===== src/rtl/i2h_consts.svh =====
`ifndef I2H_CONSTS_SVH
`define I2H_CONSTS_SVH
// --------------------------------------------------------------
// timing base
// --------------------------------------------------------------
`define I2H_CLK_MHZ      100
// wait after supply is stable, in microseconds
`define I2H_PUP_US       100
`define I2H_PUP_CYC      (`I2H_PUP_US * `I2H_CLK_MHZ)
// one quarter of an scl period, in nanoseconds (100 kHz bus)
`define I2H_QTR_NS       2500
`define I2H_QTR_CYC      ((`I2H_QTR_NS * `I2H_CLK_MHZ) / 1000)
// --------------------------------------------------------------
// bit positions within a byte slot, and the recovery clock limit
// --------------------------------------------------------------
`define I2H_BIT_ACK      4'h8
`define I2H_BIT_END      4'h9
`define I2H_RECOV_MAX    4'h9
// quarter phases of one scl cycle
`define I2H_PH_LOW       2'h0
`define I2H_PH_RISE      2'h1
`define I2H_PH_HIGH      2'h2
`define I2H_PH_FALL      2'h3
`endif


===== src/rtl/i2h_pkg.sv =====
package i2h_pkg;
  // --------------------------------------------------------------
  // user commands
  // --------------------------------------------------------------
  typedef enum logic [2:0] {
    OP_START,
    OP_STOP,
    OP_WRITE,
    OP_READ,
    OP_RECOVER
  } i2h_op_e;

  // controller states
  typedef enum logic [2:0] {
    ST_PUP,
    ST_IDLE,
    ST_START,
    ST_BIT,
    ST_STOP,
    ST_RECOV
  } i2h_st_e;

  // one command from the user side
  typedef struct packed {
    i2h_op_e    op;    // what to do on the bus
    logic [7:0] data;  // byte to send for a write
    logic       nack;  // for a read: answer 1 (end) instead of 0
  } i2h_req_s;

  // one answer to the user side
  typedef struct packed {
    logic [7:0] data;  // byte shifted in from the bus
    logic       nack;  // ninth-bit level seen, or refusal / failure
  } i2h_rsp_s;
endpackage


===== src/rtl/i2h_host.sv =====
`include "i2h_consts.svh"

module i2h_host
  import i2h_pkg::*;
#(
  parameter int P_PUP_CYC = `I2H_PUP_CYC  // power-up wait in clocks
) (
  input  wire logic     i_clk,
  input  wire logic     i_resetn,
  input  wire logic     i_req_valid,
  input  wire i2h_req_s i_req,
  output logic          o_req_ready,
  output logic          o_rsp_valid,
  output i2h_rsp_s      o_rsp,
  input  wire logic     i_scl_i,
  output logic          o_scl_o,
  output logic          o_scl_oe,
  input  wire logic     i_sda_i,
  output logic          o_sda_o,
  output logic          o_sda_oe
);

  // --------------------------------------------------------------
  // declarations
  // --------------------------------------------------------------
  logic [1:0]  sy1_r;                 // first sync stage, scl/sda
  logic [1:0]  sy2_r;                 // second sync stage
  logic        scl_s;                 // synchronised scl
  logic        sda_s;                 // synchronised sda
  logic [7:0]  qcnt_r;                // quarter-period counter
  logic        tick_w;                // end of a quarter period
  logic        bus_idle_w;            // both lines seen high
  logic [15:0] pup_r,  pup_nxt;       // power-up wait counter
  i2h_st_e     state_r, state_nxt;    // controller state
  logic [1:0]  ph_r,   ph_nxt;        // quarter phase of scl
  logic [3:0]  bit_r,  bit_nxt;       // bit slot in a byte
  logic [7:0]  sh_r,   sh_nxt;        // shift register
  i2h_op_e     op_r,   op_nxt;        // command under way
  logic        nack_r, nack_nxt;      // ninth bit to send on read
  logic        held_r, held_nxt;      // bus owned since a start or a failed recovery
  logic [3:0]  rcnt_r, rcnt_nxt;      // recovery clock count
  logic        scl_oe_r, scl_oe_nxt;  // pulling scl low
  logic        sda_oe_r, sda_oe_nxt;  // pulling sda low
  logic        rdy_r,  rdy_nxt;       // ready for a command
  logic        rsp_v_r, rsp_v_nxt;    // answer pulse
  i2h_rsp_s    rsp_r,  rsp_nxt;       // answer contents
  logic        pin_o_r;               // open-drain data level
  logic        take_w;                // command accepted now
  logic        needs_bus_w;           // command needs an owned bus
  logic [3:0]  pcnt_r;                // scl pulses in a byte (checks)

  // --------------------------------------------------------------
  // pin synchronisers
  // --------------------------------------------------------------
  // both lines pass two flops; only the second stage is read
  genvar gi;
  generate
    for (gi = 0; gi < 2; gi++) begin : g_sync
      always_ff @(posedge i_clk) begin
        if (!i_resetn) begin
          sy1_r[gi] <= 1'b1;
          sy2_r[gi] <= 1'b1;
        end else begin
          sy1_r[gi] <= (gi == 0) ? i_scl_i : i_sda_i;
          sy2_r[gi] <= sy1_r[gi];
        end
      end
    end
  endgenerate

  assign scl_s = sy2_r[0];
  assign sda_s = sy2_r[1];
  assign bus_idle_w  = scl_s & sda_s;
  assign tick_w      = (qcnt_r == 8'(`I2H_QTR_CYC - 1));
  assign take_w      = (state_r == ST_IDLE) && i_req_valid && rdy_r;
  assign needs_bus_w = (i_req.op == OP_WRITE) || (i_req.op == OP_READ) ||
                       (i_req.op == OP_STOP);

  // --------------------------------------------------------------
  // quarter-period divider
  // --------------------------------------------------------------
  // host makes scl
  always_ff @(posedge i_clk) begin
    if (!i_resetn || state_r == ST_IDLE) begin
      qcnt_r <= 8'h00;
    end else begin
      qcnt_r <= tick_w ? 8'h00 : qcnt_r + 8'h01;
    end
  end

  // --------------------------------------------------------------
  // next-state logic
  // --------------------------------------------------------------
  always_comb begin
    state_nxt  = state_r;
    ph_nxt     = ph_r;
    bit_nxt    = bit_r;
    sh_nxt     = sh_r;
    op_nxt     = op_r;
    nack_nxt   = nack_r;
    held_nxt   = held_r;
    rcnt_nxt   = rcnt_r;
    scl_oe_nxt = scl_oe_r;
    sda_oe_nxt = sda_oe_r;
    rdy_nxt    = rdy_r;
    rsp_v_nxt  = 1'b0;
    rsp_nxt    = rsp_r;
    pup_nxt    = pup_r;
    case (state_r)
      ST_PUP: begin
        if (pup_r == 16'(P_PUP_CYC - 1)) begin
          state_nxt = ST_IDLE;
          rdy_nxt   = 1'b1;
        end else begin
          pup_nxt = pup_r + 16'h0001;
        end
      end
      ST_IDLE: begin
        if (take_w) begin
          op_nxt   = i_req.op;
          sh_nxt   = i_req.data;
          nack_nxt = i_req.nack;
          ph_nxt   = `I2H_PH_LOW;
          bit_nxt  = 4'h0;
          rcnt_nxt = 4'h0;
          if (needs_bus_w && !held_r) begin
            // refused: no start has opened the bus, answer at once
            rsp_v_nxt    = 1'b1;
            rsp_nxt.nack = 1'b1;
          end else begin
            rdy_nxt = 1'b0;
            case (i_req.op)
              OP_START:   state_nxt = ST_START;
              OP_STOP:    state_nxt = ST_STOP;
              OP_RECOVER: state_nxt = ST_RECOV;
              default:    state_nxt = ST_BIT;
            endcase
          end
        end
      end
      ST_START: begin
        if (tick_w) begin
          case (ph_r)
            `I2H_PH_LOW: begin
              sda_oe_nxt = 1'b0;
              ph_nxt     = `I2H_PH_RISE;
            end
            `I2H_PH_RISE: begin
              scl_oe_nxt = 1'b0;
              ph_nxt     = `I2H_PH_HIGH;
            end
            `I2H_PH_HIGH: begin
              if (bus_idle_w) begin
                sda_oe_nxt = 1'b1;
                ph_nxt     = `I2H_PH_FALL;
              end
            end
            default: begin
              scl_oe_nxt   = 1'b1;
              held_nxt     = 1'b1;
              state_nxt    = ST_IDLE;
              rdy_nxt      = 1'b1;
              rsp_v_nxt    = 1'b1;
              rsp_nxt.nack = 1'b0;
            end
          endcase
        end
      end
      ST_BIT: begin
        if (tick_w) begin
          case (ph_r)
            `I2H_PH_LOW: begin
              ph_nxt = `I2H_PH_RISE;
              if (bit_r == `I2H_BIT_END) begin
                sda_oe_nxt   = 1'b0;
                state_nxt    = ST_IDLE;
                rdy_nxt      = 1'b1;
                rsp_v_nxt    = 1'b1;
                rsp_nxt.data = sh_r;
              end else if (bit_r == `I2H_BIT_ACK) begin
                sda_oe_nxt = (op_r == OP_READ) && !nack_r;
              end else begin
                sda_oe_nxt = (op_r == OP_WRITE) && !sh_r[7];
              end
            end
            `I2H_PH_RISE: begin
              scl_oe_nxt = 1'b0;
              ph_nxt     = `I2H_PH_HIGH;
            end
            `I2H_PH_HIGH: begin
              // sample mid-high, where data is settled
              ph_nxt = `I2H_PH_FALL;
              if (bit_r == `I2H_BIT_ACK) begin
                rsp_nxt.nack = sda_s;
              end else begin
                sh_nxt = {sh_r[6:0], sda_s};
              end
            end
            default: begin
              scl_oe_nxt = 1'b1;
              ph_nxt     = `I2H_PH_LOW;
              bit_nxt    = bit_r + 4'h1;
            end
          endcase
        end
      end
      ST_STOP: begin
        if (tick_w) begin
          case (ph_r)
            `I2H_PH_LOW: begin
              sda_oe_nxt = 1'b1;
              ph_nxt     = `I2H_PH_RISE;
            end
            `I2H_PH_RISE: begin
              scl_oe_nxt = 1'b0;
              ph_nxt     = `I2H_PH_HIGH;
            end
            `I2H_PH_HIGH: begin
              sda_oe_nxt = 1'b0;
              ph_nxt     = `I2H_PH_FALL;
            end
            default: begin
              held_nxt     = 1'b0;
              state_nxt    = ST_IDLE;
              rdy_nxt      = 1'b1;
              rsp_v_nxt    = 1'b1;
              rsp_nxt.nack = 1'b0;
            end
          endcase
        end
      end
      ST_RECOV: begin
        if (tick_w) begin
          case (ph_r)
            `I2H_PH_LOW: begin
              sda_oe_nxt = 1'b0;
              ph_nxt     = `I2H_PH_RISE;
            end
            `I2H_PH_RISE: begin
              scl_oe_nxt = 1'b0;
              ph_nxt     = `I2H_PH_HIGH;
            end
            `I2H_PH_HIGH: begin
              if (sda_s) begin
                // line freed: go straight to the start edge
                state_nxt = ST_START;
              end else begin
                rcnt_nxt = rcnt_r + 4'h1;
                ph_nxt   = `I2H_PH_FALL;
              end
            end
            default: begin
              scl_oe_nxt = 1'b1;
              ph_nxt     = `I2H_PH_LOW;
              if (rcnt_r == `I2H_RECOV_MAX) begin
                // still stuck: only a power cycle helps now
                held_nxt     = 1'b1;
                state_nxt    = ST_IDLE;
                rdy_nxt      = 1'b1;
                rsp_v_nxt    = 1'b1;
                rsp_nxt.nack = 1'b1;
              end
            end
          endcase
        end
      end
      default: begin
        state_nxt = ST_IDLE;
      end
    endcase
  end

  // --------------------------------------------------------------
  // state registers
  // --------------------------------------------------------------
  always_ff @(posedge i_clk) begin
    if (!i_resetn) begin
      state_r  <= ST_PUP;
      pup_r    <= 16'h0000;
      ph_r     <= `I2H_PH_LOW;
      bit_r    <= 4'h0;
      sh_r     <= 8'h00;
      op_r     <= OP_START;
      nack_r   <= 1'b0;
      held_r   <= 1'b0;
      rcnt_r   <= 4'h0;
    end else begin
      state_r  <= state_nxt;
      pup_r    <= pup_nxt;
      ph_r     <= ph_nxt;
      bit_r    <= bit_nxt;
      sh_r     <= sh_nxt;
      op_r     <= op_nxt;
      nack_r   <= nack_nxt;
      held_r   <= held_nxt;
      rcnt_r   <= rcnt_nxt;
    end
  end

  // output flops; the data level stays low, the enable does the work
  always_ff @(posedge i_clk) begin
    if (!i_resetn) begin
      scl_oe_r <= 1'b0;
      sda_oe_r <= 1'b0;
      rdy_r    <= 1'b0;
      rsp_v_r  <= 1'b0;
      rsp_r    <= '0;
      pin_o_r  <= 1'b0;
    end else begin
      scl_oe_r <= scl_oe_nxt;
      sda_oe_r <= sda_oe_nxt;
      rdy_r    <= rdy_nxt;
      rsp_v_r  <= rsp_v_nxt;
      rsp_r    <= rsp_nxt;
      pin_o_r  <= 1'b0;
    end
  end

  assign o_req_ready = rdy_r;
  assign o_rsp_valid = rsp_v_r;
  assign o_rsp       = rsp_r;
  assign o_scl_o     = pin_o_r;
  assign o_scl_oe    = scl_oe_r;
  assign o_sda_o     = pin_o_r;
  assign o_sda_oe    = sda_oe_r;

  // --------------------------------------------------------------
  // checks
  // --------------------------------------------------------------
  // scl pulses released within one byte slot
  always_ff @(posedge i_clk) begin
    if (!i_resetn || state_r != ST_BIT) begin
      pcnt_r <= 4'h0;
    end else if (scl_oe_r && !scl_oe_nxt) begin
      pcnt_r <= pcnt_r + 4'h1;
    end
  end

  property p_pup_wait;
    @(posedge i_clk) disable iff (!i_resetn)
    (state_r == ST_PUP) |-> !rdy_r && !scl_oe_r && !sda_oe_r;
  endproperty
  a_pup_wait: assert property (p_pup_wait) else $error("command window open too early");

  property p_pup_len;
    @(posedge i_clk) disable iff (!i_resetn)
    ($rose(rdy_r) && $past(state_r) == ST_PUP) |-> $past(pup_r) == 16'(P_PUP_CYC - 1);
  endproperty
  a_pup_len: assert property (p_pup_len) else $error("power-up wait has wrong length");

  property p_nine_clk;
    @(posedge i_clk) disable iff (!i_resetn)
    (rsp_v_r && $past(state_r) == ST_BIT) |-> $past(pcnt_r) == 4'h9;
  endproperty
  a_nine_clk: assert property (p_nine_clk) else $error("byte slot not nine clocks");

  property p_sda_stable;
    @(posedge i_clk) disable iff (!i_resetn)
    (state_r == ST_BIT && $past(state_r) == ST_BIT && !scl_oe_r && !$past(scl_oe_r))
      |-> sda_oe_r == $past(sda_oe_r);
  endproperty
  a_sda_stable: assert property (p_sda_stable) else $error("data moved while scl high");

  property p_tx_release;
    @(posedge i_clk) disable iff (!i_resetn)
    (state_r == ST_BIT && op_r == OP_WRITE && bit_r == `I2H_BIT_ACK &&
     ph_r != `I2H_PH_LOW) |-> !sda_oe_r;
  endproperty
  a_tx_release: assert property (p_tx_release) else $error("data held in ack slot");

  property p_rx_release;
    @(posedge i_clk) disable iff (!i_resetn)
    (rsp_v_r && $past(state_r) == ST_BIT) |-> !sda_oe_r && scl_oe_r;
  endproperty
  a_rx_release: assert property (p_rx_release) else $error("data not released after ack");

  property p_start_edge;
    @(posedge i_clk) disable iff (!i_resetn)
    (state_r == ST_START && ph_r == `I2H_PH_HIGH && tick_w && bus_idle_w)
      |=> sda_oe_r && !scl_oe_r ##1 sda_oe_r;
  endproperty
  a_start_edge: assert property (p_start_edge) else $error("start edge malformed");

  property p_idle_wait;
    @(posedge i_clk) disable iff (!i_resetn)
    (state_r == ST_START && ph_r == `I2H_PH_HIGH && tick_w && !bus_idle_w) |=> !sda_oe_r;
  endproperty
  a_idle_wait: assert property (p_idle_wait) else $error("start on a busy bus");

  property p_stop_edge;
    @(posedge i_clk) disable iff (!i_resetn)
    (state_r == ST_STOP && ph_r == `I2H_PH_HIGH && tick_w) |=> !sda_oe_r && !scl_oe_r;
  endproperty
  a_stop_edge: assert property (p_stop_edge) else $error("stop edge malformed");

  property p_recov_max;
    @(posedge i_clk) disable iff (!i_resetn)
    (state_r == ST_RECOV) |-> rcnt_r <= `I2H_RECOV_MAX;
  endproperty
  a_recov_max: assert property (p_recov_max) else $error("too many dummy clocks");

  property p_msb_in;
    @(posedge i_clk) disable iff (!i_resetn)
    (state_r == ST_BIT && ph_r == `I2H_PH_HIGH && tick_w && bit_r < `I2H_BIT_ACK)
      |=> sh_r[0] == $past(sda_s) && sh_r[7:1] == $past(sh_r[6:0]);
  endproperty
  a_msb_in: assert property (p_msb_in) else $error("shift order wrong");

  property p_open_drain;
    @(posedge i_clk) disable iff (!i_resetn)
    !o_sda_o && !o_scl_o;
  endproperty
  a_open_drain: assert property (p_open_drain) else $error("line driven high");

  property p_need_start;
    @(posedge i_clk) disable iff (!i_resetn)
    (take_w && needs_bus_w && !held_r) |=> rsp_v_r && rsp_r.nack && state_r == ST_IDLE;
  endproperty
  a_need_start: assert property (p_need_start) else $error("transfer without start");

endmodule // i2h_host


===== config.mk =====
export PLATFORM = sky130hd
export DESIGN_NAME = i2h_host
export DESIGN_NICKNAME = d
export VERILOG_FILES = /design/src/rtl/i2h_pkg.sv /design/src/rtl/i2h_host.sv
export VERILOG_INCLUDE_DIRS = /design/src /design/src/rtl
export SDC_FILE = /design/constraint.sdc
export NUM_CORES = 1
export LEC_CHECK = 0
export BUFFER_PORTS_ARGS = -buffer_cell sky130_fd_sc_hd__buf_4
export CORE_ASPECT_RATIO = 0.7
export CORE_MARGIN = 2
export CORE_UTILIZATION = 50
export DETAILED_ROUTE_END_ITERATION = 10
export PLACE_DENSITY = 0.74
export SETUP_SLACK_MARGIN = 0.05
export SLEW_MARGIN = 20
export SYNTH_ARGS = -nofsm -noshare
export SYNTH_HDL_FRONTEND = slang
export SYNTH_SLANG_ARGS = --single-unit
export TNS_END_PERCENT = 100

===== constraint.sdc =====
create_clock -name i_clk -period 2.13 [get_ports i_clk]
set_input_delay 0.426 -clock i_clk [delete_from_list [all_inputs] [get_ports i_clk]]
set_output_delay 0.426 -clock i_clk [all_outputs]
set_load 0.1 [all_outputs]

After elaboration in Yosys (flattened, before gate mapping) --
Index checks and enable logic that the tools add are counted.
Storage, ports and cells: register bits 67, output and inout bits 15, word-level logic and storage cells 209
Cells by class: add/subtract/negate cells 4, eq/ne operators 53, mux-type cells 88, bitwise operators 2, reduce and logical (&&, ||, !) cells 42
Operators with widths (count):
- $ne A2 B2 Y1 const B | 24
- $mux W1 | 40
- $mux W3 | 11
- $mux W8 | 4
- $mux W4 | 6
- $pmux W2 S3 | 4
- $reduce_and A12 Y1 | 2
- $reduce_and A10 Y1 | 2
- $eq A3 B2 Y1 const B | 6
- $ne A3 B3 Y1 const B | 6
- $add A16 B1 Y16 const B | 1
- $eq A16 B14 Y1 const B | 1
- $pmux W4 S2 | 2
- $pmux W8 S2 | 1
- $pmux W3 S5 | 1
- $reduce_and A5 Y1 | 3
- $mux W2 | 7
- $eq A4 B4 Y1 const B | 3
- $pmux W1 S4 | 3
- $reduce_and A11 Y1 | 1
- $pmux W2 S5 | 1
- $reduce_bool A5 Y1 | 2
- $eq A3 B3 Y1 const B | 3
- $pmux W3 S3 | 1
- other kinds (27) | 54

Logic depth before layout (Yosys ltp) --
depth in word-level cells 7, depth in mapped cells 9, mapped depth without buffers 7

Worst setup path after synthesis --
No wires, ideal clock.
path kind register to register, from register rdy_r (netlist: o_req_ready), to register rdy_r (netlist: o_req_ready), arrival 2.190 ns, data required time 2.058 ns, path slack -0.132 ns, cell stages (with the launch flop) 6, clock period less this slack 2.262 ns, cell sequence dfxtp_1 > nand2_1 > a21oi_1 > o211ai_1 > a2111oi_2 > mux2i_1
Between the ends: word-level cells in the longest chain between the ends 3
Ends and longest elaborated chain:
- start: declaration | line i2h_host.sv:44 | logic rdy_r, rdy_nxt;
- start signal: assignment | line i2h_host.sv:312 | rdy_r <= rdy_nxt;
- $logic_and A1 B1 Y1 | line i2h_host.sv:75 | assign take_w = (state_r == ST_IDLE) && i_req_valid && rdy_r;
- $ne A2 B2 Y1 (no source line)
- $reduce_and A12 Y1 (no source line)
Every way passes these cells. A chain may end at the register's enable or synchronous reset.

Worst setup path after layout --
from register bit_r[0], to register sda_oe_r (netlist: o_sda_oe)
Between the ends: word-level cells in the longest chain between the ends 6, elaborated cells between the ends (all ways) 7
Ends and longest elaborated chain:
- start: declaration | line i2h_host.sv:36 | logic [3:0] bit_r, bit_nxt;
- start signal: assignment | line i2h_host.sv:291 | bit_r <= bit_nxt;
- $eq A4 B4 Y1 (no source line)
- $mux W1 | line i2h_host.sv:180 | end else if (bit_r == `I2H_BIT_ACK) begin
- $mux W1 * | line i2h_host.sv:174 | if (bit_r == `I2H_BIT_END) begin
- $mux W1 * | line i2h_host.sv:171 | case (ph_r)
- $mux W1 * | line i2h_host.sv:170 | if (tick_w) begin
- $pmux W1 S4 * | line i2h_host.sv:109 | case (state_r)
- end signal: assignment | line i2h_host.sv:311 | sda_oe_r <= sda_oe_nxt;
- end: declaration | line i2h_host.sv:43 | logic sda_oe_r, sda_oe_nxt;
Mark *: on every way between the ends. The rest lies on a longest branch, timed or not. The select of a mux whose other input is x is not followed.

==> reports/summary.txt <==
vias post-DR - 3,260
# fillers - 592
register bit total from synthesis - 67
vias in the first global route - 3,053
EDFF count, synth - 0
Slew @ Worst Pin - 0.553 ns
Std-Cell Rows - 25
Setup TNS - 0 ns
core area - 0.00685 mm2
sequential-to-total area share from yosys stat - 37.3%
Inserted Diodes - 0
Reg-to-Reg Start - bit_r[0]$_SDFFE_PN0P_
crit-path max FO - 5
Yosys warnings - 0
Max Root-Sink Buffers - 2
Clock Root Buffer - clkbuf_8
HPWL after detailed placement - 6320 um
Num CTS Buffers - 9
Max-cap violations - 0
FF-to-FF path depth - 7
Clock Latency Late Sink - 0.35 ns
Area contributors post-synth - dfxtp_1, a21oi_1, nand2_1, ha_1, nor2_1
status - finished, final reports clean
Critical Path AT - 2.22 ns
Hold Vio Cnt, Final - 0
drc violations - 0
CTS tree - yes
initial antenna violation count - 0
leakage - 1.61 nW
hold path start - i_sda_i
mean routed wirelength per cell - 15.3 um
post-synth top area cell - dfxtp_1
Power Density - 965 mW/mm2
Final ANT Viol Nets - 0
Top FF cell, synth - dfxtp_1
share of cells above drive strength 1 - 19.0%
final worst-path cycle share - 90.7%
Worst R2R Setup Slack - 0.20 ns
top cell type's share of synthesized area - 37.3%
Die H - 75.0 um
synthesized cell area - 0.00360 mm2
ys async rst share - 0%
Commonest cells post-synth - dfxtp_1, nand2_1, a21oi_1, nor2_1, nand3_1
synthesis-to-layout area growth - 17.5%
minimum clock period - 1.93 ns
Hold Path Depth - 2
Post-CTS Hold Buffers - 0
peak supply drop - 0.608 mV
Buffers on Ports - 29
WS Path Type - flip-flop to flip-flop
Setup crit start kind - flip-flop
Max Fclk - 518 MHz
drt total wl - 8660 um
H-tree depth - 3
initial detailed-routing violation count - 242
clock skew - 0.0106 ns
Initial Util - 52.5%
Final Max Slew Viols - 0
worst r2r dst - o_sda_oe$_SDFFE_PN0P_
Gate Count Post-Synth - 429
setup repair bufs after CTS - 0
gr ovfl total - 0
Horiz. Die Dim - 105 um
Pre-Repair DR Iteration Count - 5
Vias/cell - 5.75
I/O pin cnt - 32
most common cell in the netlist - dfxtp_1
Slew headroom - 62.7%
Sink Count - 67
clock-pin slew on the worst setup and hold paths - 0.08 ns
Worst setup EP type - flip-flop
first-pass GRT wire length - 14,800 um
Post-Syn Area per Cell - 8.39 um2
die area - 0.00791 mm2
pin count of the biggest net entering global routing - 23
RSZ-0062 raised after global routing - false
Final Wtd Congestion - 0.937
Hold EP - sy1_r[1]$_SDFF_PN1_
setup violators final - 0
Power, Total - 4.08 mW
Critical Path RT - 2.42 ns
fin nets - 499
synth unique cells - 65
Hold Crit Class - input pin to flip-flop
gr usage total - 23.7%
[per-stage QoR]
stage | area [um2] | util [%] | cells | setup slack, ns | hold slack [ns]
2_1_floorplan | 3600 | - | 430 | 0.267 | 0.386
3_3_place_gp | 3980 | 58.1 | 551 | 0.157 | 0.396
5_1_grt | 4230 | 61.7 | 567 | 0.0447 | 0.257
6_report | 4230 | 61.7 | 567 | 0.198 | 0.261
4_1_cts | 4200 | 61.2 | 567 | 0.140 | 0.248
3_5_place_dp | 3980 | 58.1 | 551 | 0.152 | 0.396
[cell usage in the layout, fill, tap and decap left out, drive strengths merged, types with 4 or more instances in the layout]
cell type / synthesis / final
dfxtp: 67 / 67
nand2: 54 / 54
buf: 12 / 49
a21oi: 43 / 43
nor2: 32 / 32
o21ai: 26 / 26
nand3: 20 / 20
ha: 14 / 14
inv: 12 / 12
clkbuf: 10 / 11
or3: 10 / 10
xnor2: 9 / 9
a311oi: 8 / 8
xor2: 8 / 8
and3: 8 / 8
nand3b: 7 / 7
mux2i: 7 / 7
nand2b: 7 / 7
o211ai: 7 / 7
and2: 6 / 6
nand4: 6 / 6
nor3: 6 / 6
o31ai: 4 / 4
a211oi: 4 / 4
[per-layer routing]
layer / wire, um / global-route usage [%] / vias to the layer above
met4: 98 / 6.81 / 0
met1: 4320 / 33.3 / 1527
li1: - / - / 1623
met2: 3660 / 35.3 / 96
met5: 0 / 0 / -
met3: 585 / 7.27 / 14
[state kept, by name (all words and copies together), names as in the netlist]
name,cells
nack_r,1
o_req_ready,1
sda_s,1
o_sda_oe,1
rcnt_r,4
held_r,1
sh_r,8
pup_r,16
scl_s,1
qcnt_r,8
op_r,3
o_scl_oe,1
bit_r,4
ph_r,2
sy1_r,2
o_rsp_valid,1
o_rsp,9
state_r,3
[what timing repair did]
| action | CTS | global route |
|---|---|---|
| setup endpoints to repair | 0 | 30 |
| endpoints found under the hold margin | 0 | 0 |
| resized for setup | 0 | 9 |
[worst max-delay path, cell delays in order, from the launching register on]
cell,delay (ns)
dfxtp_1,0.35
inv_1,0.09
ha_1,0.16
nand3b_1,0.18
or3b_2,0.50
a211oi_2,0.31
a2111o_1,0.16
o211a_1,0.13
[final cells by class]
| class | count | area (um2) | share of cell area [%] |
|---|---|---|---|
| well taps | 94 | 118 | 2.78 |
| clock buffers | 11 | 151 | 3.58 |
| multi-input cells | 328 | 2140 | 50.6 |
| clock inverters | 5 | 61.3 | 1.45 |
| flip-flops and latches | 67 | 1340 | 31.8 |
| inverters | 13 | 48.8 | 1.15 |
| repair buffers | 49 | 368 | 8.70 |
[cell families (layout without fill, tap and decap cells)]
| group | after synthesis | in the layout | share of synthesized area, % |
|---|---|---|---|
| compound gates | 114 | 114 | 21.3 |
| xor+xnor | 17 | 17 | 4.14 |
| fa+ha+maj | 14 | 14 | 4.87 |
| buf+inv | 35 | 78 | 4.34 |
| flops | 67 | 67 | 37.3 |
| mux | 7 | 7 | 1.95 |
| other cells | 1 | 2 | 0.104 |
| simple gates | 174 | 174 | 26.0 |
[how the worst max path moves through the flow]
stage	start	slack [ns]	end
final	bit_r[0]$_SDFFE_PN0P_	0.20	o_sda_oe$_SDFFE_PN0P_
after global routing	ph_r[0]$_SDFFE_PN0P_	0.04	ph_r[0]$_SDFFE_PN0P_
after CTS	qcnt_r[0]$_SDFF_PP0_	0.14	o_rsp[7]$_SDFFE_PN0P_
after detailed placement	pup_r[0]$_SDFFE_PN0P_	0.15	o_req_ready$_SDFFE_PN0P_
after global placement	qcnt_r[0]$_SDFF_PP0_	0.16	o_rsp[8]$_SDFFE_PN0P_
after floorplan	o_req_ready$_SDFFE_PN0P_	0.27	o_req_ready$_SDFFE_PN0P_
[power breakdown]
part / total [mW] / internal (mW) / switching (mW)
registers: 1.52 / 1.36 / 0.155
clock network: 1.11 / 0.606 / 0.503
logic: 1.45 / 0.534 / 0.919
Note: power is estimated with default switching activity, not from simulation.
